<file path="src/dcee_pkg.sv">
// Constants shared by the debug command checker and mass-erase sequencer.
`default_nettype none

package dcee_pkg;

  // Status/control register field positions.
  localparam int unsigned CSR_WIDTH = 16;
  localparam int unsigned CSR_ILL_CMD_BIT = 0;
  localparam int unsigned CSR_ILL_ACC_BIT = 1;
  localparam int unsigned CSR_ERASE_BIT = 7;
  localparam int unsigned CSR_CTRL_LSB = 8;
  localparam int unsigned CSR_CTRL_W = 8;

  // Values after reset.
  localparam logic [CSR_CTRL_W-1:0] CSR_CTRL_RESET = 8'h00;
  localparam logic [7:0] OPCODE_RESET = 8'h00;

  // Opcode of the status/control write command.
  localparam logic [7:0] WRITE_CSR_OP = 8'h0D;

  // Byte returned in place of data on an illegal command or access.
  localparam logic [7:0] ILLEGAL_FILL_BYTE = 8'hEE;

  // Debug serial clock cycles allowed between the two erase commands.
  localparam int unsigned ERASE_TIMEOUT_CYCLES = 512;
  localparam int unsigned TIMEOUT_CNT_W = 10;
  localparam logic [TIMEOUT_CNT_W-1:0] TIMEOUT_CNT_RESET = 10'h000;
  localparam logic [TIMEOUT_CNT_W-1:0] TIMEOUT_LAST =
    TIMEOUT_CNT_W'(ERASE_TIMEOUT_CYCLES - 1);

  typedef enum logic [0:0] {ER_IDLE, ER_ARMED} dcee_erase_e;

  typedef enum logic [2:0] {LK_OTHER, LK_READ, LK_WRITE, LK_BREAD, LK_FILL, LK_SAME} dcee_kind_e;

endpackage : dcee_pkg

`default_nettype wire

</file>
<file path="src/dcee_debug_cmd_check.sv">
// Debug command checker, register/CSR write executor and mass-erase sequencer.
// How it works
// - Status bit 1 flags an illegal access; writing 1 clears it.
// - Access to unimplemented memory or a flash write sets the access flag.
// - A register access with an invalid register number sets the access flag.
// - An illegal access returns 0xEE for each data byte.
// - Status bit 0 flags an illegal command; writing 1 clears it.
// - An unimplemented opcode sets the command flag.
// - Block read, fill or repeat read out of sequence sets the command flag.
// - A halt-only command outside the halt state sets the command flag.
// - Restricted commands while disabled, erasing or secured set the command flag.
// - An illegal read command returns 0xEE for every data byte.
// - In halt state, register write stores the 32-bit operand into the register.
// - With handshake enabled, pulse after the register write completes.
// - Outside halt state the register write is rejected and flagged.
// - Opcode 0x0D plus two bytes, high first, writes the status register anytime.
// - Status write gives no handshake, updates control bits, clears flags written 1.
// - Two erase commands in succession set erase-pending and request mass erase.
// - Any other command after one erase command restarts the erase sequence.
// - 512 serial clocks between erase commands force a soft reset and restart.
// - Erase-pending clears when the erase finishes; erase gives no handshake.
`default_nettype none

module dcee_debug_cmd_check
  import dcee_pkg::*;
#(
  parameter logic [7:0] ERASE_OP = 8'h0E,
  parameter logic [7:0] WRITE_REG_OP = 8'h48,
  parameter logic [7:0] READ_MEM_OP = 8'h30,
  parameter logic [7:0] BLOCK_READ_OP = 8'h32,
  parameter logic [7:0] REPEAT_READ_OP = 8'h34,
  parameter logic [7:0] WRITE_MEM_OP = 8'h10,
  parameter logic [7:0] BLOCK_FILL_OP = 8'h12,
  parameter logic [7:0] FAMILY_MASK = 8'hFE,
  parameter int unsigned REG_NUM_W = 4,
  parameter int unsigned NUM_CPU_REGS = 10,
  parameter logic [255:0] IMPL_MASK = {128'h0, 128'hFFFFFFFF_FFFFFFFF_FFFFFFFF_FFFFFFFF},
  parameter logic [255:0] HALT_MASK = {128'h0, 128'hFFFFFFFF_FFFFFFFF_00000000_00000000},
  parameter logic [255:0] ALWAYS_MASK = {128'h0, 128'h00000000_00000000_00000000_0000FFFF}
) (
  input wire logic clock,
  input wire logic rst_n,
  input wire logic cmdValid,
  input wire logic [7:0] cmdOpcode,
  input wire logic [31:0] cmdData,
  input wire logic [REG_NUM_W-1:0] cmdRegNum,
  input wire logic debugHaltActive,
  input wire logic debugEnabled,
  input wire logic deviceSecured,
  input wire logic ackEnable,
  input wire logic accessCheck,
  input wire logic accessUnimpl,
  input wire logic accessFlashWrite,
  input wire logic cpuRegWrDone,
  input wire logic eraseDone,
  input wire logic debugSerialClock,
  output logic illegalAccessFlag,
  output logic illegalCommandFlag,
  output logic erasePending,
  output logic [CSR_CTRL_W-1:0] csrControl,
  output logic returnEeFill,
  output logic [7:0] fillByte,
  output logic cpuRegWrEn,
  output logic [REG_NUM_W-1:0] cpuRegWrNum,
  output logic [31:0] cpuRegWrData,
  output logic ackPulse,
  output logic massEraseReq,
  output logic softResetReq
);

  logic serSync1_reg, serSync2_reg, serSync3_reg, serEdge;
  logic isErase, isCsrWr, isWrReg, isBread, isFill, isSame, isRead, isWrite;
  logic seqBad, alwaysOk, illegalCmd, legalCmd, badRegNum, accIllegal, csrWr, timeout;
  dcee_erase_e eraseState_reg;
  dcee_kind_e lastKind_reg;
  logic [TIMEOUT_CNT_W-1:0] tCount_reg;
  logic wrBusy_reg;

  function automatic logic inFamily(input logic [7:0] op, input logic [7:0] base);
    inFamily = (op & FAMILY_MASK) == (base & FAMILY_MASK);
  endfunction : inFamily

  // The serial clock is foreign to this domain; only its synchronised copy is read.
  always_ff @(posedge clock) begin
    if (!rst_n) begin
      serSync1_reg <= 1'b0;
      serSync2_reg <= 1'b0;
      serSync3_reg <= 1'b0;
    end else begin
      serSync1_reg <= debugSerialClock;
      serSync2_reg <= serSync1_reg;
      serSync3_reg <= serSync2_reg;
    end
  end
  assign serEdge = serSync2_reg & ~serSync3_reg;

  always_comb begin
    isErase = cmdOpcode == ERASE_OP;
    isCsrWr = cmdOpcode == WRITE_CSR_OP;
    isWrReg = cmdOpcode == WRITE_REG_OP;
    isBread = inFamily(cmdOpcode, BLOCK_READ_OP);
    isFill = inFamily(cmdOpcode, BLOCK_FILL_OP);
    isSame = inFamily(cmdOpcode, REPEAT_READ_OP);
    isRead = inFamily(cmdOpcode, READ_MEM_OP);
    isWrite = inFamily(cmdOpcode, WRITE_MEM_OP);
    seqBad = (isBread && !(lastKind_reg == LK_READ || lastKind_reg == LK_BREAD))
          || (isFill && !(lastKind_reg == LK_WRITE || lastKind_reg == LK_FILL))
          || (isSame && !(lastKind_reg == LK_READ || lastKind_reg == LK_SAME));
    alwaysOk = ALWAYS_MASK[cmdOpcode] || isCsrWr || isErase;
    illegalCmd = cmdValid && (!(IMPL_MASK[cmdOpcode] || isCsrWr || isErase)
      || seqBad
      || ((HALT_MASK[cmdOpcode] || isWrReg) && !debugHaltActive)
      || (!alwaysOk && (!debugEnabled || erasePending || deviceSecured)));
    legalCmd = cmdValid && !illegalCmd;
    badRegNum = legalCmd && isWrReg && (32'(cmdRegNum) >= NUM_CPU_REGS);
    accIllegal = accessCheck && (accessUnimpl || accessFlashWrite);
    csrWr = legalCmd && isCsrWr;
    timeout = eraseState_reg == ER_ARMED && serEdge && tCount_reg == TIMEOUT_LAST;
  end

  // Set wins over a write-one clear arriving in the same cycle.
  always_ff @(posedge clock) begin
    if (!rst_n) begin
      illegalAccessFlag <= 1'b0;
      illegalCommandFlag <= 1'b0;
    end else begin
      illegalAccessFlag <= badRegNum || accIllegal
        || (illegalAccessFlag && !(csrWr && cmdData[CSR_ILL_ACC_BIT]));
      illegalCommandFlag <= illegalCmd
        || (illegalCommandFlag && !(csrWr && cmdData[CSR_ILL_CMD_BIT]));
    end
  end

  // Replacement bytes hold until the next command is taken.
  always_ff @(posedge clock) begin
    if (!rst_n) begin
      returnEeFill <= 1'b0;
      fillByte <= ILLEGAL_FILL_BYTE;
    end else begin
      fillByte <= ILLEGAL_FILL_BYTE;
      if (cmdValid) begin
        returnEeFill <= illegalCmd || badRegNum;
      end else if (accIllegal) begin
        returnEeFill <= 1'b1;
      end
    end
  end

  always_ff @(posedge clock) begin
    if (!rst_n) begin
      csrControl <= CSR_CTRL_RESET;
    end else if (csrWr) begin
      csrControl <= cmdData[CSR_CTRL_LSB +: CSR_CTRL_W];
    end
  end

  // Sequence history moves only on legal commands, so an illegal one leaves it intact.
  always_ff @(posedge clock) begin
    if (!rst_n) begin
      lastKind_reg <= LK_OTHER;
    end else if (legalCmd) begin
      if (isRead) begin
        lastKind_reg <= LK_READ;
      end else if (isBread) begin
        lastKind_reg <= LK_BREAD;
      end else if (isWrite) begin
        lastKind_reg <= LK_WRITE;
      end else if (isFill) begin
        lastKind_reg <= LK_FILL;
      end else if (isSame) begin
        lastKind_reg <= LK_SAME;
      end else begin
        lastKind_reg <= LK_OTHER;
      end
    end
  end

  always_ff @(posedge clock) begin
    if (!rst_n) begin
      cpuRegWrEn <= 1'b0;
      cpuRegWrNum <= '0;
      cpuRegWrData <= '0;
      wrBusy_reg <= 1'b0;
      ackPulse <= 1'b0;
    end else begin
      cpuRegWrEn <= legalCmd && isWrReg && !badRegNum;
      if (legalCmd && isWrReg && !badRegNum) begin
        cpuRegWrNum <= cmdRegNum;
        cpuRegWrData <= cmdData;
      end
      if (cpuRegWrEn) begin
        wrBusy_reg <= 1'b1;
      end else if (cpuRegWrDone) begin
        wrBusy_reg <= 1'b0;
      end
      ackPulse <= wrBusy_reg && cpuRegWrDone && ackEnable;
    end
  end

  // Erase pairing: the first erase arms, the second requests; anything else disarms.
  always_ff @(posedge clock) begin
    if (!rst_n) begin
      eraseState_reg <= ER_IDLE;
      tCount_reg <= TIMEOUT_CNT_RESET;
      massEraseReq <= 1'b0;
      softResetReq <= 1'b0;
    end else begin
      massEraseReq <= 1'b0;
      softResetReq <= timeout;
      if (serEdge && eraseState_reg == ER_ARMED) begin
        tCount_reg <= tCount_reg + 1'b1;
      end
      if (cmdValid && !isErase) begin
        eraseState_reg <= ER_IDLE;
      end else if (legalCmd && isErase) begin
        tCount_reg <= TIMEOUT_CNT_RESET;
        if (eraseState_reg == ER_ARMED) begin
          eraseState_reg <= ER_IDLE;
          massEraseReq <= 1'b1;
        end else begin
          eraseState_reg <= ER_ARMED;
        end
      end else if (timeout) begin
        eraseState_reg <= ER_IDLE;
      end
    end
  end

  always_ff @(posedge clock) begin
    if (!rst_n) begin
      erasePending <= 1'b0;
    end else begin
      erasePending <= (eraseState_reg == ER_ARMED && legalCmd && isErase)
        || (erasePending && !eraseDone);
    end
  end
endmodule : dcee_debug_cmd_check

`default_nettype wire

</file>
<file path="config.mk">
export PLATFORM = sky130hd
export DESIGN_NAME = dcee_debug_cmd_check
export DESIGN_NICKNAME = d
export VERILOG_FILES = /design/src/dcee_pkg.sv /design/src/dcee_debug_cmd_check.sv
export SDC_FILE = /design/constraint.sdc
export NUM_CORES = 1
export LEC_CHECK = 0
export BUFFER_PORTS_ARGS = -buffer_cell sky130_fd_sc_hd__buf_2
export CORE_MARGIN = 10
export CORE_UTILIZATION = 52
export DETAILED_ROUTE_END_ITERATION = 10
export PLACE_DENSITY_LB_ADDON = 0.3
export SYNTH_ARGS = -nofsm -noshare
export SYNTH_HDL_FRONTEND = slang
export SYNTH_SLANG_ARGS = --single-unit
</file>
<file path="constraint.sdc">
create_clock -name clock -period 5.3 [get_ports clock]
set_clock_uncertainty 0.15 [all_clocks]
set_input_delay 0.53 -clock clock [delete_from_list [all_inputs] [get_ports clock]]
set_output_delay 0.53 -clock clock [all_outputs]
set_load 0.02 [all_outputs]
</file>
==> reports/qor.yml <==
status:
  outcome: "finished, final reports clean"
critical_path:
  cp_top_family: "compound AO/OA/AOI/OAI gates"
  crit_slowest_cell: "o31ai_4"
  timing.critical_path.buf_inv: 0
  arrival_ns: 2.32
  critPathLaunchType: "register"
  worstPathMaxFanout: 10
  worstPathCellList: "or3b_1 > a2111oi_4 > nand2_1 > o31ai_4 > nor2_1"
  crit_required_ns: 5.35
  critPathKind: "register to register"
  crit_path_max_incr_delay_ns: 0.51
  critPathCaptureType: "register"
floorplanning:
  rows: 27
  fp.dieH_um: 95.20
  core_area_sq_um: 5507
  die_w_um: 95.20
  io_pins: 117
  start_util: 0.5340
  dieArea_sq_um: 9062
yosys:
  yosysSeqAreaShare: 0.4766
  synth-async-reset-ratio: 0
  postSynthCellCount: 334
  syn_area_per_cell_sq_um: 8.803
  synth_ff_type: "dfxtp_1"
  ys_ff_latch: 70
  synthDistinctLibCells: 52
  synth_edf_count: 0
  syn_area_sq_um: 2940
  yosys_warnings: 0
detailed_routing:
  firstDrtPassIters: 4
  routed_wl_mm: 7.261
  avgRoutedWirePerCell_um: 14.27
  via_per_inst: 5.002
  num_vias: 2546
  initialDrtViolationCount: 79
  antenna_left: 0
  drc: 0
clocking:
  clkSinkCount: 70
  cts-root-buf: "clkbuf_8"
  ctsHoldBuffers: 0
  cts_tree: "done"
  clock_path_buffers: 2
  cts_setup_buffers: 0
  post_cts_resized: 0
  clkTransAtPathRegs_ns: 0.07
  clk_latency_ns: 0.33
  htree_num_levels: 3
  cts_buffers: 9
power:
  power.static_leakage_nw: 1.686
  p_per_area_nw_per_um2: 264.0
  p_total_mw: 0.9535
  ir_worst_vdd_uv: 185.0
timing:
  drv_slew: 0
  rsz0062_at_grt: "no"
  relSlewSlack: 0.4903
  finalSetupViolCount: 0
  max_freq_mhz: 440.5
  hold_viol: 0
  tightest_slew_ns: 0.7645
  period_needed_ns: 2.270
  finalSetupTns_ns: 0
  fin_crit_sh: 0.4283
layout:
  antenna_cells: 0
  n_fill_cell: 499
  drive_gt1_frac: 0.3043
  largest_reg_flops: 32
  syn_to_final_growth_pct: 22.85
  multi_input_comb_area_sq_um: 1390
  seq_area_sq_um: 1401
  nNetsFinal: 491
global_routing:
  grt_max_degree: 83
  grt_pass1_vias: 2560
  gr-total-overflow: 0
  antenna_found_initial: 0
  grt_pass1_wl_mm: 11.74
  grt_use_total: 0.1604
flow_run:
  cap_violations: 0
placed_design:
  portBuffers: 108
  place_hpwl_mm: 5.436
  gp_congestion: 0.8336
worst_hold_path:
  hold_class: "primary input to register"
-- synth_stat cells, types with 3 or more instances --
cell type	count	share of area
nor2b_1	3	0.0064
nand4_1	5	0.011
clkbuf_1	14	0.018
nand2_1	44	0.056
and3_1	4	0.0085
o21a_1	3	0.0077
xnor2_1	5	0.015
or3b_1	3	0.0089
xor2_1	6	0.018
a21oi_1	4	0.0068
dfxtp_1	70	0.48
buf_4	8	0.020
and2_1	6	0.013
nor3_1	3	0.0051
o21ai_0	25	0.043
nor2_1	27	0.034
o21ai_1	11	0.019
mux2i_1	12	0.041
nor3b_1	4	0.010
inv_1	4	0.0051
nand3_1	34	0.058
-- path summary, 6_finish.rpt --
path,from,to,slack (ns),cells past startpoint
max,erasePending$_SDFF_PN0_,tCount_reg[5]$_SDFF_PN0_,3.03,5
min,debugSerialClock,serSync1_reg$_SDFF_PN0_,0.25,2
max reg2reg,erasePending$_SDFF_PN0_,tCount_reg[5]$_SDFF_PN0_,3.03,5
min reg2reg,serSync1_reg$_SDFF_PN0_,serSync2_reg$_SDFF_PN0_,0.28,1
-- stage by stage --
step	utilization	instances	setup slack [ns]	hold slack, ns	area [sq um]
detailed placement	0.6276	494	2.686	0.2721	3456
finish	0.6560	509	3.030	0.2484	3612
global placement	0.6276	494	2.731	0.2653	3456
CTS	0.6560	509	3.016	0.2331	3612
global route	0.6560	509	2.777	0.2584	3612
floorplan	-	340	2.960	0.2619	2963
-- power by group --
group          total, mW  switching, mW  internal [mW]  leakage, nW
clock              0.353          0.187          0.166       0.0752
combinational     0.0710         0.0430         0.0280         1.05
sequential         0.530        0.00130          0.529        0.565
-- logic make-up after synthesis --
group,share of synthesized area
multiplexers,0.04468
AO/OA/AOI/OAI,0.1268
flip-flops,0.4766
other,0.002554
adder cells (fa/ha/maj),0.004255
XOR/XNOR,0.03277
buffers and inverters,0.05830
AND/OR/NAND/NOR,0.2541
-- layer usage --
layer / up-vias / share of wire / GRT usage / wire [um]
li1: 1334 / - / - / -
met1: 1111 / 0.42 / 0.1842 / 3022
met2: 88 / 0.48 / 0.2625 / 3457
met3: 13 / 0.085 / 0.05027 / 619
met4: 0 / 0.022 / 0.08354 / 160
met5: - / 0 / 0 / 0
-- final cells by class --
class,count,area share
tap,72,0.02494
sequential,70,0.3879
inverter,5,0.005196
clock buffer,11,0.03637
timing repair buffer,110,0.1538
clock inverter,4,0.006928
multi-input combinational,237,0.3848
-- worst reg2reg max path: stages, from the launching register on --
cell	delay [ns]
dfxtp_1	0.32
or3b_1	0.44
a2111oi_4	0.45
nand2_1	0.18
o31ai_4	0.51
nor2_1	0.10
-- cells in the final DEF, fill, tap and decap left out, drive strengths merged, types with 2 or more instances in the layout --
master / instances
clkbuf: 11
nor3: 3
nor2: 28
dfxtp: 70
nor3b: 4
nand4: 6
o21a: 3
nand3: 35
o21ai: 36
buf: 110
o31ai: 4
nor2b: 3
xor2: 6
or3b: 3
clkinvlp: 2
inv: 4
and3b: 2
a31oi: 2
clkinv: 3
and2: 6
and3: 4
a21oi: 4
nand2: 44
mux2i: 12
conb: 8
xnor2: 5
and4: 2
(Power assumes the default switching activity.)
